<file path="config.mk">
export PLATFORM = sky130hd
export DESIGN_NAME = ram_register_block_remap
export DESIGN_NICKNAME = d
export VERILOG_FILES = /design/src/hdl/remap_pkg.sv /design/src/hdl/ram_register_block_remap.sv
export VERILOG_INCLUDE_DIRS = /design/src /design/src/hdl
export SDC_FILE = /design/constraint.sdc
export NUM_CORES = 1
export LEC_CHECK = 0
export BUFFER_PORTS_ARGS = -buffer_cell sky130_fd_sc_hd__buf_2
export CAP_MARGIN = 25
export CORE_MARGIN = 4
export CORE_UTILIZATION = 40
export CTS_CLUSTER_SIZE = 14
export DETAILED_ROUTE_END_ITERATION = 8
export GPL_ROUTABILITY_DRIVEN = 0
export PLACE_DENSITY = 0.79
export SLEW_MARGIN = 20
export SYNTH_ARGS = -nofsm -noshare
export SYNTH_HDL_FRONTEND = slang
export SYNTH_SLANG_ARGS = --single-unit
export TNS_END_PERCENT = 30
</file>
<file path="constraint.sdc">
create_clock -name CLK_IN -period 1.96 [get_ports CLK_IN]
set_input_delay 0.196 -clock CLK_IN [delete_from_list [all_inputs] [get_ports CLK_IN]]
set_output_delay 0.196 -clock CLK_IN [all_outputs]
set_load 0.02 [all_outputs]
</file>
<file path="src/hdl/remap_regs.svh">
// Purpose: offsets, fields, reset values and counts of the map relocation block
// Assumes: 32-bit wishbone data, byte addresses
// Notes:   definitions only
`ifndef REMAP_REGS_SVH
`define REMAP_REGS_SVH

// register byte offsets
`define MAP_OFFSET        8'h00
`define STATUS_OFFSET     8'h04

// mapping register fields
`define MEM_DIGIT_MSB     7
`define MEM_DIGIT_LSB     4
`define CTL_DIGIT_MSB     3
`define CTL_DIGIT_LSB     0

// default pages after reset: ram at 0000-00ff, registers at 1000-103f
`define MEM_PAGE_RESET    4'h0
`define CTL_PAGE_RESET    4'h1
`define MAP_RESET         8'h01

// status bits
`define STAT_OPEN_BIT     0
`define STAT_WRITTEN_BIT  1

// write window length in clock cycles
`define WINDOW_CYCLES     64

// block sizes inside a page
`define CTL_LAST_LOW      8'h3f
`define MEM_LAST_LOW      16'h00ff

`endif
</file>
<file path="src/hdl/remap_pkg.sv">
// Purpose: types shared by the map relocation block
// Assumes: remap_regs.svh holds the numbers
// Notes:   decode results travel as one packed struct
package remap_pkg;

  typedef enum logic {
    WIN_OPEN,
    WIN_SHUT
  } window_state_t;

  typedef struct packed {
    logic       mem_sel;
    logic [7:0] mem_addr;
    logic       ctl_sel;
    logic [5:0] ctl_addr;
  } decode_t;

endpackage

</file>
<file path="src/hdl/ram_register_block_remap.sv">
// Purpose: places the 64-byte control block and 256-byte ram in cpu space
// Assumes: cpu address and wishbone inputs synchronous to CLK_IN
// Notes:   decode outputs lag the cpu address by one clock
//
// How it works
// - control block decodes 64 bytes 00-3f, top address digit set by software
// - after reset ram sits at 0000-00ff
// - after reset the control block sits at 1000-103f
// - map register writable only in first 64 clock cycles after reset
// - ram and control block can be moved alone or together
//
// The Wishbone slave port and the register offsets were decided locally.
`timescale 1ns/100ps
`include "remap_regs.svh"

module ram_register_block_remap
  import remap_pkg::*;
#(
  parameter int WINDOW_LEN = `WINDOW_CYCLES
) (
  input  wire logic        CLK_IN,
  input  wire logic        RST_IN,
  input  wire logic [7:0]  WB_ADR_IN,
  input  wire logic [31:0] WB_DAT_IN,
  input  wire logic [3:0]  WB_SEL_IN,
  input  wire logic        WB_WE_IN,
  input  wire logic        WB_CYC_IN,
  input  wire logic        WB_STB_IN,
  output logic [31:0]      WB_DAT_OUT,
  output logic             WB_ACK_OUT,
  input  wire logic [15:0] CPU_ADDR_IN,
  input  wire logic        CPU_VALID_IN,
  output logic             MEM_SEL_OUT,
  output logic [7:0]       MEM_ADDR_OUT,
  output logic             CTL_SEL_OUT,
  output logic [5:0]       CTL_ADDR_OUT,
  output logic [7:0]       MAP_OUT,
  output logic             WINDOW_OPEN_OUT
);

  localparam int CW = $clog2(WINDOW_LEN + 1);

  // page hit: top digit matches and the bits between the digit and the block are zero
  function automatic logic ctl_hit(
    input logic [15:0] addr,
    input logic [3:0]  page
  );
    ctl_hit = (addr[15:12] == page) && (addr[11:6] == 6'h00);
  endfunction

  function automatic logic mem_hit(
    input logic [15:0] addr,
    input logic [3:0]  page
  );
    mem_hit = (addr[15:12] == page) && (addr[11:8] == 4'h0);
  endfunction

  // write window

  window_state_t   win;
  window_state_t   next_win;
  logic [CW-1:0]   cycles;
  logic [CW-1:0]   next_cycles;

  always_comb begin
    next_win    = win;
    next_cycles = cycles;
    case (win)
      WIN_OPEN: begin
        next_cycles = cycles + CW'(1);
        if (next_cycles == CW'(WINDOW_LEN)) begin
          next_win = WIN_SHUT;
        end
      end
      WIN_SHUT: begin
        next_cycles = cycles;
      end
      default: begin
        next_win = WIN_SHUT;
      end
    endcase
  end

  always_ff @(posedge CLK_IN or posedge RST_IN) begin
    if (RST_IN) begin
      win    <= WIN_OPEN;
      cycles <= '0;
    end else begin
      win    <= next_win;
      cycles <= next_cycles;
    end
  end

  // wishbone slave and mapping register

  logic [7:0]  map;
  logic [7:0]  next_map;
  logic        written;
  logic        next_written;
  logic        ack;
  logic        next_ack;
  logic [31:0] rdata;
  logic [31:0] next_rdata;
  logic        wr_take;

  // write lands on the edge where the master sees ack
  assign wr_take = WB_CYC_IN && WB_STB_IN && WB_WE_IN && ack;

  always_comb begin
    next_map     = map;
    next_written = written;
    next_rdata   = rdata;
    next_ack     = WB_CYC_IN && WB_STB_IN && !ack;
    if (next_ack && !WB_WE_IN) begin
      case (WB_ADR_IN)
        `MAP_OFFSET: begin
          next_rdata = {24'h00_0000, map};
        end
        `STATUS_OFFSET: begin
          next_rdata = 32'h0000_0000;
          next_rdata[`STAT_OPEN_BIT]    = (win == WIN_OPEN);
          next_rdata[`STAT_WRITTEN_BIT] = written;
        end
        default: begin
          next_rdata = 32'h0000_0000;
        end
      endcase
    end
    // a late write is acked but dropped: the map is frozen
    if (wr_take && WB_ADR_IN == `MAP_OFFSET
        && WB_SEL_IN[0] && win == WIN_OPEN) begin
      // one write may move either page or both
      next_map     = WB_DAT_IN[7:0];
      next_written = 1'b1;
    end
  end

  always_ff @(posedge CLK_IN or posedge RST_IN) begin
    if (RST_IN) begin
      map     <= `MAP_RESET;
      written <= 1'b0;
      ack     <= 1'b0;
      rdata   <= 32'h0000_0000;
    end else begin
      map     <= next_map;
      written <= next_written;
      ack     <= next_ack;
      rdata   <= next_rdata;
    end
  end

  assign WB_ACK_OUT = ack;
  assign WB_DAT_OUT = rdata;
  assign MAP_OUT    = map;

  // cpu address decode

  logic [3:0] mem_page;
  logic [3:0] ctl_page;
  decode_t    dec;
  decode_t    next_dec;
  logic       open_q;
  logic       next_open_q;

  assign mem_page = map[`MEM_DIGIT_MSB:`MEM_DIGIT_LSB];
  assign ctl_page = map[`CTL_DIGIT_MSB:`CTL_DIGIT_LSB];

  always_comb begin
    next_dec          = '0;
    next_open_q       = (next_win == WIN_OPEN);
    next_dec.mem_addr = CPU_ADDR_IN[7:0];
    next_dec.ctl_addr = CPU_ADDR_IN[5:0];
    if (CPU_VALID_IN) begin
      // registers overlay ram when both share one page
      if (ctl_hit(CPU_ADDR_IN, ctl_page)) begin
        next_dec.ctl_sel = 1'b1;
      end else if (mem_hit(CPU_ADDR_IN, mem_page)) begin
        next_dec.mem_sel = 1'b1;
      end
    end
  end

  always_ff @(posedge CLK_IN or posedge RST_IN) begin
    if (RST_IN) begin
      dec    <= '0;
      open_q <= 1'b1;
    end else begin
      dec    <= next_dec;
      open_q <= next_open_q;
    end
  end

  assign MEM_SEL_OUT     = dec.mem_sel;
  assign MEM_ADDR_OUT    = dec.mem_addr;
  assign CTL_SEL_OUT     = dec.ctl_sel;
  assign CTL_ADDR_OUT    = dec.ctl_addr;
  assign WINDOW_OPEN_OUT = open_q;
endmodule

</file>
==> reports/metrics.yaml, run 1 <==
cp_cell_sequence: "nand4b_1 -> nor3_4 -> mux2_2"
min_period_ns: 1.52
antenna_found_initial: 0
rsz0062_at_grt: "false"
numClockSinks: 37
yosys_warnings: 0
clock_path_buffers: 2
hold_viol: 0
finalCritPeriodShare_pct: 77.4
r2r_cells: 3
io_buffers: 72
drt_wl_total_um: 3580
grt_pass1_vias: 1169
die_h_um: 73.3
cp_data_required_time_ns: 2.13
clkTransAtPathRegs_ns: 0.07
synth_cell_types: 29
clk_latency_ns: 0.29
root_buffer: "clkbuf_8"
skew_ns: 0.00580
reg2reg_from: "win"
busiest_layer: "met2"
area_growth_pct: 24.1
vdd_drop_max_v: 0.000261
hold_path_class: "input pin to asynchronous set/reset pin"
wl_per_cell_um: 13.4
synth_edf_count: 0
n_antenna_cell: 0
synth_area_per_cell_um2: 12.3
num_rows: 23
coreArea_um2: 4060
finalSetupViolCount: 0
synthesis.area_um2: 1710
clock.fmax_ghz: 0.659
post_cts.repair.setup_buffers: 0
start_kind: "register"
hpwl_um: 2790
slew_viol_final: 0
grt_max_degree: 38
synth_top_area_cell: "dfrtp_1"
multi_input_area_um2: 626
crit_arrival_ns: 1.69
die_w_um: 73.3
tns_ns: 0
use_met3_pct: 4.38
ant_nets: 0
drc_errors: 0
end_kind: "register"
status: "finished, final reports clean"
cts_buffers: 5
synthTopCellsByArea: "dfrtp_1, buf_4, mux2_2"
path_max_fanout: 9
synth_most_common_cell: "dfrtp_1"
die-area_um2: 5380
globalRouteMet2Util_pct: 21.4
crit_slowest_cell: "dfrtp_1"
grt-ovfl-total: 0
synth_top_area_share_pct: 51.3
synth-seq-cells: 37
cp.buffers_inverters: 0
post_cts_resized: 0
cts_tree: "done"
drtIter0Drc: 38
initial_core_util_pct: 42.1
synth_flop_cell: "dfrtp_1"
nets: 282
h-tree-depth: 2
p_per_area_nw_per_um2: 685
viasPerCell: 4.53
use_met1_pct: 17.9
grt_usage_pct: 13.9
seq_area_frac_synth_pct: 54.4
r2r-end: "MAP_OUT[2]"
total_power_w: 0.00145
ff2ff_setup_slack_ns: 0.44
max_stage_delay_ns: 0.41
maxCapViolations: 0
crit_cells: 3
netlist_top_cells_count: "dfrtp_1, buf_4, xnor2_1"
regArea_um2: 928
vias: 1204
netlist_instances: 139
fillCellCount: 369
p_leak_nw: 1.13
grt_pass1_wl_um: 5570
drt_first_pass_iters: 2
async_flop_share_pct: 100
cp_top_family: "simple AND/OR/NAND/NOR gates"
io_pins: 124
worstSetupPathType: "register to register"
drive_above_1_share_pct: 44.9
-- sequential cells by signal (all words and copies together), names as in the netlist --
| name | cells |
|---|---|
| MAP_OUT | 8 |
| WB_DAT_OUT | 8 |
| cycles | 7 |
| CTL_ADDR_OUT | 5 |
| MEM_ADDR_OUT | 3 |
| CTL_SEL_OUT | 1 |
| MEM_SEL_OUT | 1 |
| WB_ACK_OUT | 1 |
| WINDOW_OPEN_OUT | 1 |
| win | 1 |
| written | 1 |
-- timing repair --
| action | CTS | global route |
|---|---|---|
| hold buffers | 2 | 1 |
| setup endpoints to repair | 0 | 0 |
| endpoints found under the hold margin | 2 | 1 |
-- cell type report --
| class | instances | area share (%) |
|---|---|---|
| Timing Repair Buffer | 78 | 19.5 |
| Inverter | 2 | 0.354 |
| Clock buffer | 6 | 3.42 |
| Sequential cell | 37 | 43.8 |
| Tap cell | 50 | 2.95 |
| Multi-Input combinational cell | 91 | 29.5 |
| Clock inverter | 2 | 0.472 |
-- placed cells by master, fill, tap and decap left out, types with 2 or more instances in the layout --
cell type / Yosys / layout
buf_2: 0 / 72
dfrtp_1: 35 / 35
conb_1: 1 / 24
xnor2_1: 11 / 11
mux2_2: 9 / 9
nand2_1: 6 / 6
a22o_1: 6 / 6
clkbuf_8: 0 / 5
nor2_1: 4 / 4
nor3_1: 3 / 3
nand4b_1: 3 / 3
xor2_1: 3 / 3
nand4_1: 3 / 3
o21ai_0: 3 / 3
dlygate4sd3_1: 0 / 3
buf_4: 30 / 3
dfstp_2: 2 / 2
nand2b_1: 2 / 2
nor4b_1: 2 / 2
inv_1: 2 / 2
nor4_1: 2 / 2
clkinv_2: 0 / 2
-- worst max path at each step --
| stage | startpoint | to |
|---|---|---|
| after floorplan | win | MAP_OUT[1] |
| after global placement | WB_ADR_IN[6] | MAP_OUT[6] |
| after detailed placement | WB_ADR_IN[6] | MAP_OUT[2] |
| after CTS | win | MAP_OUT[2] |
| after global routing | WB_ACK_OUT | WB_DAT_OUT[6] |
| final | win | MAP_OUT[2] |
-- through the flow --
step,util (%),hold WS [ns],cells,instance area [µm²],setup WS [ns]
after floorplan,-,0.227,162,1790,0.453
after global placement,49.5,0.305,255,2010,0.230
after detailed placement,49.5,0.305,255,2010,0.197
after CTS,52.0,0.00212,265,2110,0.409
after global routing,52.2,0.00460,266,2120,0.354
final,52.2,0.00855,266,2120,0.443
-- cell families after synthesis --
logic type / Yosys count / synth area share, %
buffers and inverters: 34 / 14.1
XOR/XNOR: 14 / 7.18
AND/OR/NAND/NOR: 33 / 13.0
other: 1 / 0.220
adder cells (fa/ha/maj): 1 / 0.732
flip-flops: 37 / 54.4
AO/OA/AOI/OAI: 9 / 3.96
multiplexers: 10 / 6.52
-- worst min-delay path: cells and delay by family --
kind,cells,cell delay [ns]
buffers and inverters,3,0.54
-- routing by layer --
| metal | vias to the layer above | routed length, µm |
|---|---|---|
| met5 | - | 0 |
| met4 | 0 | 61 |
| met3 | 5 | 391 |
| met2 | 67 | 1640 |
| met1 | 560 | 1490 |
| li1 | 572 | - |
-- power breakdown --
| group | internal (W) | switching [W] | leakage, nW |
|---|---|---|---|
| clock | 0.000246 | 0.000265 | 0.0450 |
| combinational | 0.0000538 | 0.000109 | 0.614 |
| sequential | 0.000773 | 0.00000425 | 0.476 |
Note: power is estimated with default switching activity, not from simulation.
==> inputs of run 2 (changes only) <==
--- a/config.mk
+++ b/config.mk
@@ -9,11 +9,11 @@
 export BUFFER_PORTS_ARGS = -buffer_cell sky130_fd_sc_hd__buf_2
 export CAP_MARGIN = 25
 export CORE_MARGIN = 4
-export CORE_UTILIZATION = 40
+export CORE_UTILIZATION = 36
 export CTS_CLUSTER_SIZE = 14
 export DETAILED_ROUTE_END_ITERATION = 8
 export GPL_ROUTABILITY_DRIVEN = 0
-export PLACE_DENSITY = 0.79
+export PLACE_DENSITY = 0.75
 export SLEW_MARGIN = 20
 export SYNTH_ARGS = -nofsm -noshare
 export SYNTH_HDL_FRONTEND = slang
==> constraint.sdc (replaced) <==
create_clock -name CLK_IN -period 1.3 [get_ports CLK_IN]
set_input_delay 0.13 -clock CLK_IN [delete_from_list [all_inputs] [get_ports CLK_IN]]
set_output_delay 0.13 -clock CLK_IN [all_outputs]
set_load 0.02 [all_outputs]
==> run 2 against run 1 <==
Against the previous run:
- the flow now finishes with violations (setup timing)
- critical path depth up 1
- final cell count increased by 7.5%
- global-route usage decreased by 0.43 points
- largest power group unchanged
- first-iteration DRC count is 18% higher
- cell area increased by 11%
- sequential power is 50% higher
- largest cell class unchanged
- via count rose by 6.4%
- clock skew up 0.0021 ns
==> reports/metrics.yaml, run 2 (synthesis gave the netlist of run 1 again) <==
h-tree-depth: 2  # unchanged
slew_viol_final: 0  # unchanged
num_rows: 24  # was 23
crit_slowest_cell: "dfrtp_1"  # unchanged
cts_tree: "done"  # unchanged
die-area_um2: 5910  # was 5380 µm²
cts_buffers: 5  # unchanged
vdd_drop_max_v: 0.000575  # was 0.000261 V
ant_nets: 0  # unchanged
max_stage_delay_ns: 0.37  # was 0.41 ns
drt_first_pass_iters: 4  # was 2
grt-ovfl-total: 0  # unchanged
tns_ns: -0.891  # was 0 ns
hold_depth: 2
die_w_um: 76.9  # was 73.3 µm
hold_viol: 0  # unchanged
p_per_area_nw_per_um2: 1050  # was 685 nW/µm²
timing.final.ws_setup_ns: -0.107  # was 0.443 ns
drtIter0Drc: 45  # was 38
p_leak_nw: 1.24  # was 1.13 nW
clock.fmax_ghz: 0.711  # was 0.659 GHz
drc_errors: 0  # unchanged
path_max_fanout: 9  # unchanged
violations: "setup timing"
io_pins: 124  # unchanged
maxCapViolations: 0  # unchanged
swShare_pct: 23.7  # was 26.1%
status: "complete, but fails checks"  # was finished, final reports clean
area_growth_pct: 38.2  # was 24.1%
final_common_cell: "buf_2"  # unchanged
die_h_um: 76.9  # was 73.3 µm
layout.cells.non_filler: 286  # was 266
finalCritPeriodShare_pct: 108  # was 77.4%
root_buffer: "clkbuf_8"  # unchanged
hpwl_um: 3010  # was 2790 µm
vias: 1281  # was 1204
switching_power_w: 0.000587  # was 0.000379 W
nets: 300  # was 282
cp_top_family: "simple AND/OR/NAND/NOR gates"  # unchanged
drive_above_1_share_pct: 49.1  # was 44.9%
start_kind: "register"  # unchanged
worstSetupPathType: "register to register"  # unchanged
wl_per_cell_um: 13.5  # was 13.4 µm
end_kind: "register"  # unchanged
numClockSinks: 37  # unchanged
place_ws_ns: -0.299  # was 0.197 ns
initial_core_util_pct: 38.2  # was 42.1%
drt_wl_total_um: 3860  # was 3580 µm
io_buffers: 72  # unchanged
crit_arrival_ns: 1.59  # was 1.69 ns
most-common-layout-cells: "buf_2, dfrtp_1, conb_1"  # unchanged
coreArea_um2: 4470  # was 4060 µm²
r2r_cells: 4  # was 3
grt_max_degree: 32  # was 38
viasPerCell: 4.48  # was 4.53
grt_usage_pct: 13.4  # was 13.9%
clock_path_buffers: 2  # unchanged
clk_latency_ns: 0.29  # about the same
crit_cells: 4  # was 3
power.share.clock_pct: 41.6  # was 35.2%
grt_pass1_wl_um: 6270  # was 5570 µm
pwr-share-comb_pct: 11.0  # was 11.2%
dp_cells: 269  # was 255
p_int_w: 0.00189  # was 0.00107 W
skew_ns: 0.00786  # was 0.00580 ns
cp_cell_sequence: "nand4b_1 -> nor3_4 -> buf_12 -> mux2_2"  # was nand4b_1 -> nor3_4 -> mux2_2
min_period_ns: 1.41  # was 1.52 ns
n_antenna_cell: 0  # unchanged
cp.buffers_inverters: 1  # was 0
hold_path_class: "input pin to register"  # was input pin to asynchronous set/reset pin
clkTransAtPathRegs_ns: 0.08  # was 0.07 ns
antenna_found_initial: 0  # unchanged
rsz0062_at_grt: "true"  # was false
finalSetupViolCount: 15  # was 0
cp_data_required_time_ns: 1.48  # was 2.13 ns
p_seq_share_pct: 47.4  # was 53.5%
grt_pass1_vias: 1361  # was 1169
[run 2: changes by cell type in the layout (fill, tap and decap cells not counted), sizes merged]
cell / delta
bufinv: +1
clkinvlp: +1
clkinv: -2
dlygate4sd3: +6
buf: +12
[run 2: timing repair]
action	CTS	global route
gates resized for setup	3	3
hold buffers	9	0
setup endpoints to repair	18	20
setup buffers	0	0
pin swaps	0	0
hold endpoints to repair	14	0
[run 2: area by class of cell]
class,count,area (µm²)
fillers,388,2110
repair buffers,96,592
inverters,2,7.51
clock buffers,6,82.6
multi-input cells,91,648
well taps,52,65.1
flip-flops and latches,37,928
clock inverters,2,37.5
[run 2: power by group through the flow]
stage	Combinational, W	Sequential [W]	Clock, W
2_1_floorplan	0.000185	0.00122	0
3_3_place_gp	0.000253	0.00119	0
3_5_place_dp	0.000254	0.00120	0
4_1_cts	0.000277	0.00117	0.00106
5_1_grt	0.000298	0.00118	0.00110
6_report	0.000274	0.00117	0.00103
[run 2: metal layers]
layer	vias to the layer above	global-route usage [%]	share of wire, %
li1	606	-	-
met1	619	14.5	38
met2	51	23.3	53
met3	5	4.22	7.3
met4	0	7.07	1.6
met5	-	0	0
[run 2: stage by stage]
step / hold WS (ns) / utilization, % / cell area [µm²] / total power [W]
after floorplan: 0.161 / - / 1800 / 0.00140
final: 0.0639 / 52.8 / 2360 / 0.00248
after global routing: 0.0609 / 52.8 / 2360 / 0.00257
after global placement: 0.0840 / 47.5 / 2120 / 0.00145
after detailed placement: 0.0854 / 47.5 / 2120 / 0.00145
after CTS: 0.0600 / 52.5 / 2350 / 0.00251
[run 2: worst paths after layout]
check,slack (ns),startpoint,to
max,-0.11,win,MAP_OUT[4]
min,0.06,WB_DAT_IN[6],MAP_OUT[6]
max reg2reg,-0.11,win,MAP_OUT[4]
min reg2reg,0.47,written,written
max in group asynchronous,0.46,RST_IN,WINDOW_OPEN_OUT
min in group asynchronous,0.32,RST_IN,CTL_ADDR_OUT[3]
